<file path="src/dcsc_params.svh">
// constants of the driver chain serial port: offsets, fields, resets, timing
// assumes a 32-bit AXI4-Lite register bus and a single system clock
`ifndef DCSC_PARAMS_SVH
`define DCSC_PARAMS_SVH

// ============================================================
// register byte offsets
`define DCSC_CFG_OFS 8'h00
`define DCSC_DG_OFS 8'h04
`define DCSC_CTRL_OFS 8'h10

// ============================================================
// field positions and reset values
`define DCSC_START_BIT 0
`define DCSC_BUSY_BIT 0
`define DCSC_CFG_RST 17'h10F00
`define DCSC_DIV_RST 8'h0F

// ============================================================
// datagram bit masks touched by each polarity bit
`define DCSC_PH_MASK 12'h210
`define DCSC_FD_MASK 12'h400
`define DCSC_DAC_MASK 12'h1EF

// ============================================================
// timing
`define DCSC_MIN_DIV 8'h07
`define DCSC_FAST_PER 9'h010
`define DCSC_RESP_OK 2'b00
`define DCSC_RESP_ERR 2'b10

`endif

</file>
<file path="src/dcsc_pkg.sv">
// types shared by the driver chain serial port files
// assumes dcsc_params.svh is compiled alongside
package dcsc_pkg;

    // ============================================================
    // configuration word, msb first, as it sits in the cfg register
    typedef struct packed {
        logic serial_enable;             // serial drivers in use
        logic [7:0] chain_clock_divider; // serial clock divider
        logic select_mode_bit;           // 1: three single selects
        logic current_level_invert;      // invert current bits
        logic fast_decay_invert;         // fast decay active low
        logic phase_bit_invert;          // invert phase bits
        logic clock_invert;              // invert serial clock
        logic select_invert;             // common select active high
        logic [1:0] chain_length_setting; // last driver index
    } dcsc_cfg_t;

    // ============================================================
    // frame sequencer states, one-hot
    typedef enum logic [4:0] {
        ST_IDLE = 5'b00001,
        ST_LEAD = 5'b00010,
        ST_DATA = 5'b00100,
        ST_GAP = 5'b01000,
        ST_TRAIL = 5'b10000
    } dcsc_state_t;

endpackage : dcsc_pkg

</file>
<file path="src/dcsc_regs.sv">
// axi4-lite register file of the driver chain serial port
// assumes one master, one write and one read outstanding at most
`timescale 1ns/10ps
`include "dcsc_params.svh"
module dcsc_regs
    import dcsc_pkg::*;
#(
    parameter int DG_W = 12,
    parameter int AW = 8
) (
    input wire logic clk,
    input wire logic rst,
    input wire logic awvalid,
    output logic awready,
    input wire logic [AW-1:0] awaddr,
    input wire logic wvalid,
    output logic wready,
    input wire logic [31:0] wdata,
    input wire logic [3:0] wstrb,
    output logic bvalid,
    input wire logic bready,
    output logic [1:0] bresp,
    input wire logic arvalid,
    output logic arready,
    input wire logic [AW-1:0] araddr,
    output logic rvalid,
    input wire logic rready,
    output logic [31:0] rdata,
    output logic [1:0] rresp,
    output dcsc_cfg_t cfg,
    output logic [2:0][DG_W-1:0] dg,
    output logic start,
    input wire logic busy
);
    localparam int CW = $bits(dcsc_cfg_t);

    logic aw_ok_r; // write address held
    logic [AW-1:0] aw_a_r;
    logic w_ok_r; // write data held
    logic [31:0] w_d_r;
    logic [3:0] w_s_r;
    logic bvalid_r;
    logic [1:0] bresp_r;
    logic rvalid_r;
    logic [31:0] rdata_r;
    logic [1:0] rresp_r;
    logic [CW-1:0] cfg_r;
    logic [2:0][DG_W-1:0] dg_r;
    logic start_r;
    logic wr_go; // both halves of a write present
    logic [31:0] bmask; // byte lanes as bit mask
    logic [2:0] dg_hit;

    // ============================================================
    // handshakes: one write and one read in flight
    assign awready = !aw_ok_r && !bvalid_r;
    assign wready = !w_ok_r && !bvalid_r;
    assign arready = !rvalid_r;
    assign wr_go = aw_ok_r && w_ok_r && !bvalid_r;
    assign bmask = {{8{w_s_r[3]}}, {8{w_s_r[2]}}, {8{w_s_r[1]}}, {8{w_s_r[0]}}};
    assign bvalid = bvalid_r;
    assign bresp = bresp_r;
    assign rvalid = rvalid_r;
    assign rdata = rdata_r;
    assign rresp = rresp_r;
    assign cfg = dcsc_cfg_t'(cfg_r);
    assign dg = dg_r;
    assign start = start_r;

    // merge new bytes over the old word
    function automatic logic [31:0] merge(input logic [31:0] old);
        merge = (old & ~bmask) | (w_d_r & bmask);
    endfunction : merge

    // address and data are taken in either order
    always_ff @(posedge clk) begin
        if (rst || wr_go) begin
            aw_ok_r <= 1'b0;
        end else if (awvalid && awready) begin
            aw_ok_r <= 1'b1;
        end
        if (awvalid && awready) begin
            aw_a_r <= awaddr;
        end
    end

    always_ff @(posedge clk) begin
        if (rst || wr_go) begin
            w_ok_r <= 1'b0;
        end else if (wvalid && wready) begin
            w_ok_r <= 1'b1;
        end
        if (wvalid && wready) begin
            w_d_r <= wdata;
            w_s_r <= wstrb;
        end
    end

    // ============================================================
    // write response; unmapped offsets answer slverr
    always_ff @(posedge clk) begin
        if (rst) begin
            bvalid_r <= 1'b0;
            bresp_r <= `DCSC_RESP_OK;
        end else if (wr_go) begin
            bvalid_r <= 1'b1;
            bresp_r <= (aw_a_r == AW'(`DCSC_CFG_OFS) || aw_a_r == AW'(`DCSC_CTRL_OFS)
                        || dg_hit != 3'b000) ? `DCSC_RESP_OK : `DCSC_RESP_ERR;
        end else if (bready) begin
            bvalid_r <= 1'b0;
        end
    end

    // configuration word; divider resets to 15, serial mode on
    always_ff @(posedge clk) begin
        if (rst) begin
            cfg_r <= `DCSC_CFG_RST;
        end else if (wr_go && aw_a_r == AW'(`DCSC_CFG_OFS)) begin
            cfg_r <= CW'(merge(32'(cfg_r)));
        end
    end

    // datagram words, one per driver
    genvar gi;
    generate
        for (gi = 0; gi < 3; gi++) begin : g_dg
            assign dg_hit[gi] = (aw_a_r == AW'(`DCSC_DG_OFS + 4 * gi));
            always_ff @(posedge clk) begin
                if (rst) begin
                    dg_r[gi] <= '0;
                end else if (wr_go && dg_hit[gi]) begin
                    dg_r[gi] <= DG_W'(merge(32'(dg_r[gi])));
                end
            end
        end
    endgenerate

    // start is a one-cycle pulse; ignored by the sequencer while busy
    always_ff @(posedge clk) begin
        if (rst) begin
            start_r <= 1'b0;
        end else begin
            start_r <= wr_go && aw_a_r == AW'(`DCSC_CTRL_OFS) && w_s_r[0]
                       && w_d_r[`DCSC_START_BIT];
        end
    end

    // ============================================================
    // read channel; unused bits read zero
    always_ff @(posedge clk) begin
        if (rst) begin
            rvalid_r <= 1'b0;
            rdata_r <= 32'h0000_0000;
            rresp_r <= `DCSC_RESP_OK;
        end else if (arvalid && arready) begin
            rvalid_r <= 1'b1;
            rresp_r <= `DCSC_RESP_OK;
            rdata_r <= 32'h0000_0000;
            if (araddr == AW'(`DCSC_CFG_OFS)) begin
                rdata_r <= 32'(cfg_r);
            end else if (araddr == AW'(`DCSC_CTRL_OFS)) begin
                rdata_r[`DCSC_BUSY_BIT] <= busy;
            end else if (araddr == AW'(`DCSC_DG_OFS)) begin
                rdata_r <= 32'(dg_r[0]);
            end else if (araddr == AW'(`DCSC_DG_OFS + 8'h04)) begin
                rdata_r <= 32'(dg_r[1]);
            end else if (araddr == AW'(`DCSC_DG_OFS + 8'h08)) begin
                rdata_r <= 32'(dg_r[2]);
            end else begin
                rresp_r <= `DCSC_RESP_ERR;
            end
        end else if (rready) begin
            rvalid_r <= 1'b0;
        end
    end

endmodule : dcsc_regs

</file>
<file path="src/dcsc_top.sv">
// driver chain serial master: frames datagrams to up to three drivers
// assumes a 200 MHz clk, synchronous active-high rst, axi4-lite master
//
// Operation
// - polarity group acts only in serial mode (here clock and common select polarity set the idle pins with it off too)
// - common select low-active at 0, high-active 1
// - serial clock inverted when clock bit set
// - phase bits inverted when phase bit set
// - fast decay low-active when its bit set
// - current level bits inverted when bit set
// - select mode: one common or three selects
// - individual selects always active low
// - eight-bit divider resets to fifteen
// - serial clock is clk over 2(div+1)
// - below seven: same rate, asymmetric duty
// - next-motor gap: 1 or 1.5 periods (below seven here: two low halves)
// - lead period, bits plus one each, trail (below seven here lead and trail are two low halves each)
// - chain length 00/01/10 gives 1/2/3 drivers
//
// Design decisions made here: the register offsets and the AXI4-Lite register port.
`timescale 1ns/10ps
`include "dcsc_params.svh"
module dcsc_top
    import dcsc_pkg::*;
#(
    parameter int DG_W = 12,
    parameter int AW = 8
) (
    input wire logic clk,
    input wire logic rst,
    input wire logic awvalid,
    output logic awready,
    input wire logic [AW-1:0] awaddr,
    input wire logic wvalid,
    output logic wready,
    input wire logic [31:0] wdata,
    input wire logic [3:0] wstrb,
    output logic bvalid,
    input wire logic bready,
    output logic [1:0] bresp,
    input wire logic arvalid,
    output logic arready,
    input wire logic [AW-1:0] araddr,
    output logic rvalid,
    input wire logic rready,
    output logic [31:0] rdata,
    output logic [1:0] rresp,
    output logic chain_clock,
    output logic chain_data,
    output logic common_select,
    output logic second_driver_select,
    output logic third_driver_select
);
    localparam int BW = $clog2(DG_W);
    localparam logic [BW-1:0] LAST_BIT = BW'(DG_W - 1);

    dcsc_cfg_t cfg; // live configuration
    dcsc_cfg_t cfg_l_r; // configuration frozen for a frame
    logic [2:0][DG_W-1:0] dg; // datagram words from software
    logic start; // start pulse from software
    dcsc_state_t state_r;
    logic [8:0] cnt_r; // cycles left in this half period
    logic [1:0] hcnt_r; // halves spent in lead, gap or trail
    logic [BW-1:0] bcnt_r; // bit of the current datagram
    logic [1:0] drv_r; // driver now being served
    logic half_r; // second half of a bit: clock high
    logic [DG_W-1:0] sh_r; // outgoing datagram
    logic tick; // end of a half period
    logic act; // frame under way
    logic go; // frame accepted
    logic [8:0] hi_l; // high half length, frozen
    logic [8:0] lo_l; // low half length, frozen
    logic [1:0] gap_last; // last half index of a gap
    logic [1:0] last_drv; // index of the first driver sent
    logic sck_r;
    logic sdo_r;
    logic cs0_r;
    logic cs1_r;
    logic cs2_r;

    // ============================================================
    // register file
    dcsc_regs #(
        .DG_W(DG_W),
        .AW(AW)
    ) u_regs (
        .clk(clk),
        .rst(rst),
        .awvalid(awvalid),
        .awready(awready),
        .awaddr(awaddr),
        .wvalid(wvalid),
        .wready(wready),
        .wdata(wdata),
        .wstrb(wstrb),
        .bvalid(bvalid),
        .bready(bready),
        .bresp(bresp),
        .arvalid(arvalid),
        .arready(arready),
        .araddr(araddr),
        .rvalid(rvalid),
        .rready(rready),
        .rdata(rdata),
        .rresp(rresp),
        .cfg(cfg),
        .dg(dg),
        .start(start),
        .busy(act)
    );

    // ============================================================
    // clock timing helpers
    // high half is div+1 cycles; below seven the period stays sixteen
    function automatic logic [8:0] hi_of(input logic [7:0] d);
        hi_of = {1'b0, d} + 9'h001;
    endfunction : hi_of

    function automatic logic [8:0] lo_of(input logic [7:0] d);
        lo_of = (d < `DCSC_MIN_DIV) ? `DCSC_FAST_PER - hi_of(d) : hi_of(d);
    endfunction : lo_of

    // code 11 is a host fault; treat it as three drivers rather than hang
    function automatic logic [1:0] len_of(input logic [1:0] l);
        len_of = (l == 2'b11) ? 2'b10 : l;
    endfunction : len_of

    // polarity masks applied only when the word is loaded for shifting
    function automatic logic [DG_W-1:0] word_of(input logic [1:0] i);
        logic [DG_W-1:0] m;
        m = '0;
        if (cfg_l_r.phase_bit_invert) begin
            m = m | DG_W'(`DCSC_PH_MASK);
        end
        if (cfg_l_r.fast_decay_invert) begin
            m = m | DG_W'(`DCSC_FD_MASK);
        end
        if (cfg_l_r.current_level_invert) begin
            m = m | DG_W'(`DCSC_DAC_MASK);
        end
        word_of = dg[i] ^ m;
    endfunction : word_of

    assign hi_l = hi_of(cfg_l_r.chain_clock_divider);
    assign lo_l = lo_of(cfg_l_r.chain_clock_divider);
    // a gap of three halves is 1.5 periods, two halves one period at divider seven; below seven it is two low halves
    assign gap_last = (cfg_l_r.chain_clock_divider > `DCSC_MIN_DIV) ? 2'd2 : 2'd1;
    assign last_drv = len_of(cfg_l_r.chain_length_setting);
    assign tick = (cnt_r == 9'h000);
    assign act = (state_r != ST_IDLE);
    // serial mode gate: no frame otherwise; clock and select polarity still set the idle pins
    assign go = (state_r == ST_IDLE) && start && cfg.serial_enable;

    // ============================================================
    // config follows software while idle, frozen during a frame
    always_ff @(posedge clk) begin
        if (rst) begin
            cfg_l_r <= dcsc_cfg_t'(`DCSC_CFG_RST);
        end else if (state_r == ST_IDLE) begin
            cfg_l_r <= cfg;
        end
    end

    // half period timer; next length depends on which half follows
    always_ff @(posedge clk) begin
        if (rst) begin
            cnt_r <= 9'h000;
        end else if (state_r == ST_IDLE) begin
            cnt_r <= lo_of(cfg.chain_clock_divider) - 9'h001;
        end else if (tick) begin
            cnt_r <= ((state_r == ST_DATA && !half_r) ? hi_l : lo_l) - 9'h001;
        end else begin
            cnt_r <= cnt_r - 9'h001;
        end
    end

    // ============================================================
    // frame sequencer: lead, per driver bits and gap, trail
    always_ff @(posedge clk) begin
        if (rst) begin
            state_r <= ST_IDLE;
            hcnt_r <= 2'd0;
            bcnt_r <= '0;
            drv_r <= 2'd0;
            half_r <= 1'b0;
            sh_r <= '0;
        end else begin
            unique case (state_r)
                ST_IDLE: begin
                    if (go) begin
                        // farthest driver's word goes first
                        state_r <= ST_LEAD;
                        hcnt_r <= 2'd0;
                        drv_r <= len_of(cfg.chain_length_setting);
                    end
                end
                ST_LEAD: begin
                    if (tick) begin
                        hcnt_r <= hcnt_r + 2'd1;
                        if (hcnt_r == 2'd1) begin
                            state_r <= ST_DATA; // two low halves done, one full period from divider seven up
                            bcnt_r <= '0;
                            half_r <= 1'b0;
                            sh_r <= word_of(drv_r);
                        end
                    end
                end
                ST_DATA: begin
                    if (tick) begin
                        half_r <= !half_r;
                        if (half_r) begin
                            if (bcnt_r == LAST_BIT) begin
                                state_r <= ST_GAP; // next-motor slot
                                hcnt_r <= 2'd0;
                            end else begin
                                bcnt_r <= bcnt_r + 1'b1;
                                sh_r <= {sh_r[DG_W-2:0], 1'b0};
                            end
                        end
                    end
                end
                ST_GAP: begin
                    if (tick) begin
                        hcnt_r <= hcnt_r + 2'd1;
                        if (hcnt_r == gap_last) begin
                            hcnt_r <= 2'd0;
                            if (drv_r == 2'd0) begin
                                state_r <= ST_TRAIL;
                            end else begin
                                state_r <= ST_DATA;
                                drv_r <= drv_r - 2'd1;
                                bcnt_r <= '0;
                                half_r <= 1'b0;
                                sh_r <= word_of(drv_r - 2'd1);
                            end
                        end
                    end
                end
                ST_TRAIL: begin
                    if (tick) begin
                        hcnt_r <= hcnt_r + 2'd1;
                        if (hcnt_r == 2'd1) begin
                            state_r <= ST_IDLE;
                        end
                    end
                end
            endcase
        end
    end

    // ============================================================
    // pin registers; every pin moves in the same cycle
    always_ff @(posedge clk) begin
        if (rst) begin
            sck_r <= 1'b0;
            sdo_r <= 1'b0;
        end else begin
            sck_r <= ((state_r == ST_DATA) && half_r) ^ cfg_l_r.clock_invert;
            sdo_r <= (state_r == ST_DATA) ? sh_r[DG_W-1] : 1'b0;
        end
    end

    // selects: held for the frame (common) or the driver's slot
    always_ff @(posedge clk) begin
        if (rst) begin
            cs0_r <= 1'b1;
            cs1_r <= 1'b1;
            cs2_r <= 1'b1;
        end else if (cfg_l_r.select_mode_bit) begin
            // individual lines ignore the polarity bit
            cs0_r <= !(act && drv_r == 2'd0);
            cs1_r <= !(act && drv_r == 2'd1);
            cs2_r <= !(act && drv_r == 2'd2);
        end else begin
            // one shared line, polarity from software
            cs0_r <= cfg_l_r.select_invert ? act : !act;
            cs1_r <= 1'b1;
            cs2_r <= 1'b1;
        end
    end

    assign chain_clock = sck_r;
    assign chain_data = sdo_r;
    assign common_select = cs0_r;
    assign second_driver_select = cs1_r;
    assign third_driver_select = cs2_r;

    // ============================================================
    // checks: helper counters for half lengths, gaps and clock pulses
    logic sck_i; // internal clock before inversion
    logic [8:0] hc_r; // cycles clock high
    logic [8:0] lc_r; // cycles clock low inside data
    logic [8:0] gc_r; // cycles in a gap
    logic [5:0] rc_r; // rising clock edges in a frame
    assign sck_i = (state_r == ST_DATA) && half_r;

    always_ff @(posedge clk) begin
        if (rst) begin
            hc_r <= 9'h000;
            lc_r <= 9'h000;
            gc_r <= 9'h000;
            rc_r <= 6'h00;
        end else begin
            hc_r <= sck_i ? hc_r + 9'h001 : 9'h000;
            lc_r <= (state_r == ST_DATA && !half_r) ? lc_r + 9'h001 : 9'h000;
            gc_r <= (state_r == ST_GAP) ? gc_r + 9'h001 : 9'h000;
            if (!act) begin
                rc_r <= 6'h00;
            end else if (sck_i && hc_r == 9'h000) begin
                rc_r <= rc_r + 6'h01;
            end
        end
    end
endmodule : dcsc_top

</file>
<file path="config.mk">
export PLATFORM = sky130hd
export DESIGN_NAME = dcsc_top
export DESIGN_NICKNAME = d
export VERILOG_FILES = /design/src/dcsc_pkg.sv /design/src/dcsc_regs.sv /design/src/dcsc_top.sv
export VERILOG_INCLUDE_DIRS = /design/src
export SDC_FILE = /design/constraint.sdc
export NUM_CORES = 1
export LEC_CHECK = 0
export ABC_AREA = 1
export BUFFER_PORTS_ARGS = -buffer_cell sky130_fd_sc_hd__buf_4
export CAP_MARGIN = 20
export CORE_MARGIN = 2
export CORE_UTILIZATION = 46
export CTS_BUF_LIST = sky130_fd_sc_hd__clkbuf_4
export CTS_CLUSTER_SIZE = 16
export DETAILED_ROUTE_END_ITERATION = 16
export GPL_ROUTABILITY_DRIVEN = 0
export PLACE_DENSITY = 0.69
export SKIP_LAST_GASP = 1
export SYNTH_ARGS = -nofsm -noshare
export SYNTH_HDL_FRONTEND = slang
export SYNTH_HIERARCHICAL = 1
export SYNTH_SLANG_ARGS = --single-unit
</file>
<file path="constraint.sdc">
create_clock -name clk -period 4.3 [get_ports clk]
set_clock_uncertainty 0.05 [all_clocks]
set_input_delay 0.43 -clock clk [delete_from_list [all_inputs] [get_ports clk]]
set_output_delay 0.43 -clock clk [all_outputs]
set_load 0.005 [all_outputs]
</file>
* Yosys cells after proc, flatten, opt, wreduce, memory -nomap -nowiden
Index checks and enable logic that the tools add are counted.
** Word-level totals
- Output and inout port bits :: 46
- Bits in registers :: 176
- Word-level logic and storage cells :: 238
** Operators by class
- Bitwise gates (word level) :: 15
- Add/subtract/negate cells :: 10
- $lt $le $gt $ge :: 5
- Reduce and logical (&&, ||, !) cells :: 50
- Equality and inequality tests :: 33
- Muxes and demuxes :: 91
** Operator list (number)
- $mux W12 :: 20
- $mux W32 :: 3
- $mux W5 :: 11
- $mux W9 :: 6
- $bmux W12 S2 :: 2
- $mux W2 :: 19
- $and A12 B12 Y12 :: 3
- $or A12 B12 Y12 :: 3
- $pmux W12 S3 :: 1
- $and A17 B17 Y17 :: 2
- $eq A8 B4 Y1 const B :: 4
- $mux W4 :: 8
- $mux W31 :: 1
- $sub A9 B1 Y9 const B :: 3
- $pmux W5 S5 :: 1
- $ne A2 B2 Y1 const B :: 12
- $xor A12 B12 Y12 :: 2
- $logic_and A1 B1 Y1 :: 21
- $add A8 B1 Y9 const B :: 2
- $sub A5 B9 Y9 const A :: 2
- $not A17 Y17 :: 1
- $or A17 B17 Y17 :: 1
- $eq A8 B3 Y1 const B :: 2
- $eq A8 B5 Y1 const B :: 2
- other kinds (39) :: 72

* Depth between registers and ports, before layout
- Word-level depth :: 13
- Depth in mapped cells :: 17
- Mapped depth without buffers :: 17

* Cells and area by module
The synthesis kept the hierarchy.
** Modules (own cells, without submodules)
- dcsc_regs :: area an instance 4491.8 µm², sequential area each 2382.3 µm², times used 1, cells an instance 529
- dcsc_top :: area an instance 3896.2 µm², sequential area each 1081.0 µm², times used 1, cells an instance 641

* Worst setup path after synthesis
OpenSTA, ideal clock, no wires.
- Path kind :: in2reg
- Start :: in wvalid
- End :: reg u_regs.w_d_r[0] (enable)
- Data required time :: 3.821 ns
- Path slack :: 1.817 ns
- Arrival time :: 2.004 ns
- Cell stages on the path :: 1
- Path through :: nor3b_1
** Between the ends
- Longest elaborated chain between the ends :: 1
** Ends and longest elaborated chain
- start: declaration :: RTL line dcsc_top.sv:34 : input wire logic wvalid,
- $logic_and A1 B1 Y1 :: RTL line dcsc_regs.sv:93 : if (wvalid && wready) begin
- end signal: assignment :: RTL line dcsc_regs.sv:94 : w_d_r <= wdata;
- end: declaration :: RTL line dcsc_regs.sv:40 : logic [31:0] w_d_r;
No other way between the ends.
A chain may end at the register's enable or synchronous reset.

* Final worst setup path
- Start :: reg drv_r[1]
- End :: reg sh_r[9]
** Between the ends
- Longest elaborated chain between the ends :: 8
- Elaborated cells on any way between the ends :: 16
** Ends and longest elaborated chain
- start: declaration :: RTL line dcsc_top.sv:65 : logic [1:0] drv_r;
- start signal: assignment :: RTL line dcsc_top.sv:194 : drv_r <= len_of(cfg.chain_length_setting);
- start signal: assignment :: RTL line dcsc_top.sv:231 : drv_r <= drv_r - 2'd1;
- $sub A2 B1 Y2 :: RTL line dcsc_top.sv:234 : sh_r <= word_of(drv_r - 2'd1);
- $bmux W12 S2 :: RTL line dcsc_top.sv:141 : word_of = dg[i] ^ m;
- $mux W12 (implied by the code) :: RTL line dcsc_top.sv:141
- $xor A12 B12 Y12 :: RTL line dcsc_top.sv:141
- $mux W12 :: RTL line dcsc_top.sv:227 : if (drv_r == 2'd0) begin
- $mux W12 :: RTL line dcsc_top.sv:225 : if (hcnt_r == gap_last) begin
- $mux W12 :: RTL line dcsc_top.sv:223 : if (tick) begin
- $pmux W12 S3 :: RTL line dcsc_top.sv:188 : unique case (state_r)
- end signal: assignment :: RTL line dcsc_top.sv:204 : sh_r <= word_of(drv_r);
- end signal: assignment :: RTL line dcsc_top.sv:217 : sh_r <= {sh_r[DG_W-2:0], 1'b0};
- end signal: assignment :: RTL line dcsc_top.sv:234
- end: declaration :: RTL line dcsc_top.sv:67 : logic [DG_W-1:0] sh_r;
Parallel ways exist; a longest one is shown, timed or not. The select of a mux whose other input is x is not followed.

==> metrics.cfg <==
[synthesis]
async_flop_share_pct=0
ys_types=44
synth_ff_type=dfxtp_1
synthCells=1170
seq_area_frac_synth_pct=41.3
synth_edf_count=28
syn_avg_cell_area_um2=7.17
ys_seq_elements=159
yosys_warnings=6
synth_area_leader_cell=dfxtp_1
synth_area_um2=8390
synth.area.top_cells=dfxtp_1 (31%), nand2_1 (11%), edfxtp_1 (10%), nand3_1 (7.4%), nor2_1 (6.1%)
synth_top_area_share_pct=31.3

[detailed_routing]
drc=0
firstDrtPassIters=5
num_vias=7937
viasPerCell=5.37
drt-initial-drc-count=719
drt_wl_total_um=21400
ant_nets=0
routedWlPerCell_um=14.4

[cts]
clk_pin_slew_ns=0.14
postCtsSetupBuffers=0
cts_resized=0
cts_sinks=159
htreeDepth=4
clock-root-buffer=clkbuf_4
clockBufferDepth=2
cts_tree=done
cts_made_buffers=17
insertion_delay_ns=0.58

[sta]
setup_viol=0
relSlewSlack_pct=31.6
slew_viol_final=0
rsz0062_at_grt=no
period_needed_ns=2.82
tightest_slew_ns=1.02
hold-worst-slack_ns=0.0406
fmax_ghz=0.355
min_period_over_period_pct=65.6
hold_viol=0
fin_setup_tns_ns=0

[global_route]
grt_max_degree=66
grt_usage_pct=22.0
grt_pass1_vias=7189
overflow=0
grt_pass1_wl_um=35300
antenna_found_initial=1

[critical_path]
critPathCaptureType=flop
critPathMaxStageDelay_ns=0.55
critPathMostFrequentCell=nand2_1
cp-start-kind=flop
required_ns=4.69
ff2ff_path_depth=10
arrival_ns=3.21
path_max_fanout=11
crit_type=reg -> reg
crit_chain=clkinv_1, ha_1, inv_1, nor2_1, o21ai_0, nand3_1, xor2_1, nand2_1, nand2_1, a21oi_1
slowest_stage=dfxtp_1

[finish]
final_util_pct=52.7
num-nets-final=1303
finalNonFillerCells=1479
drive_gt1_share_pct=12.6
multi_input_area_um2=4210
fillers=1770
regArea_um2=3460
syn2layout_area_growth_pct=12.5

[placed_design]
portBuffers=71
dp_cells=1416
dp_hpwl_um=14700

[power_and_ir_drop]
ir_worst_vdd_mv=0.251
p_per_area_nw_per_um2=492
p_leak_nw=3.78
p_total_mw=4.64

[floorplan]
start_util_pct=46.9
num_rows=49
fp.dieW_um=139
ios=105
core_area_um2=17900
dieArea_um2=19300
die_y_um=139

[hold_path]
holdPathStages=2
hold_path_class=in -> reg

[outcome]
status=completed

[job]
maxCapViolations=0

## cell usage in the layout, fill, tap and decap left out, drive strengths merged, types with 3 or more instances in the layout
cell and n:
a211oi 6, a21oi 101, buf 79, clkbuf 19, clkinv 6, clkinvlp 4, conb 17, dfxtp 131
dlygate4sd3 29, edfxtp 28, ha 8, inv 86, nand2 260, nand3 128, nand4 53, nor2 156
nor3 7, nor3b 3, o211ai 9, o21ai 85, o22ai 6, or2 4, xnor2 3, xor2 11
## timing repair
action	CTS	global route
hold buffers	29	0
hold endpoints to repair	29	0
endpoints found under the setup margin	0	0
## critical path: cells and delay by family, from the launching register on
kind	cells	cell delay, ns
XOR/XNOR	1	0.17
adder cells (fa/ha/maj)	1	0.53
AO/OA/AOI/OAI	2	0.20
flip-flops	1	0.55
buffers and inverters	2	0.58
AND/OR/NAND/NOR	4	0.59
## layer usage
layer  routed length [µm]  vias up  track usage (%)
li1                     -     4029                -
met1                10000     3642             30.2
met2                 9820      233             35.6
met3                 1070       33             3.94
met4                  456        0             6.75
met5                    0        -                0
## synth_stat cells (all sizes together), types with 2 or more instances
| cell | count |
|---|---|
| or2 | 4 |
| dfxtp | 131 |
| o211ai | 9 |
| nand2 | 260 |
| nor3b | 3 |
| xnor2 | 3 |
| clkinv | 3 |
| nor3 | 7 |
| xor2 | 11 |
| o31ai | 2 |
| clkbuf | 25 |
| a211oi | 6 |
| o22ai | 6 |
| a21oi | 101 |
| nand4 | 53 |
| ha | 8 |
| inv | 82 |
| edfxtp | 28 |
| o21ai | 85 |
| nand3 | 128 |
| buf | 52 |
| nor2 | 156 |
| nand3b | 2 |
## path summary, 6_finish.rpt
kind                            startpoint         end  slack [ns]
worst max-delay path              drv_r[1]     sh_r[9]        1.48
worst min-delay path                   rst    cnt_r[1]        0.04
worst max register to register    drv_r[1]     sh_r[9]        1.48
worst min register to register    sh_r[11]  chain_data        0.42
## metrics by stage
| step | instance area, µm² | worst slack, ns |
|---|---|---|
| floorplan | 8450 | 1.82 |
| global placement | 8860 | 1.52 |
| detailed placement | 8860 | 1.52 |
| CTS | 9430 | 1.49 |
| global route | 9440 | 1.24 |
| finish | 9440 | 1.48 |
## layout make-up
type                    instances  share of cell area [%]
multi-input cells             865                    44.6
inverters                      85                    3.39
well taps                     229                    3.04
diodes                          1                  0.0265
flip-flops and latches        159                    36.7
repair buffers                108                    9.33
clock buffers                  19                    1.51
clock inverters                13                    1.46
## where the power goes
part	leakage (nW)	internal (mW)	switching, mW	total (mW)
registers	1.33	1.69	0.149	1.83
logic	2.31	0.667	1.24	1.91
clock network	0.144	0.358	0.541	0.900
## logic make-up (layout without fill, tap and decap cells)
logic type | after synthesis | after routing | share of synthesized area (%)
buffers and inverters | 162 | 225 | 9.35
DFF | 159 | 159 | 41.3
adders and majority gates | 8 | 8 | 1.19
xor gates and xnor gates | 14 | 14 | 1.46
other | 1 | 18 | 0.0447
and+or+nand+nor | 613 | 613 | 33.0
AOI/OAI and AO/OA | 213 | 213 | 13.7
Power figures use the tool's default switching activity.
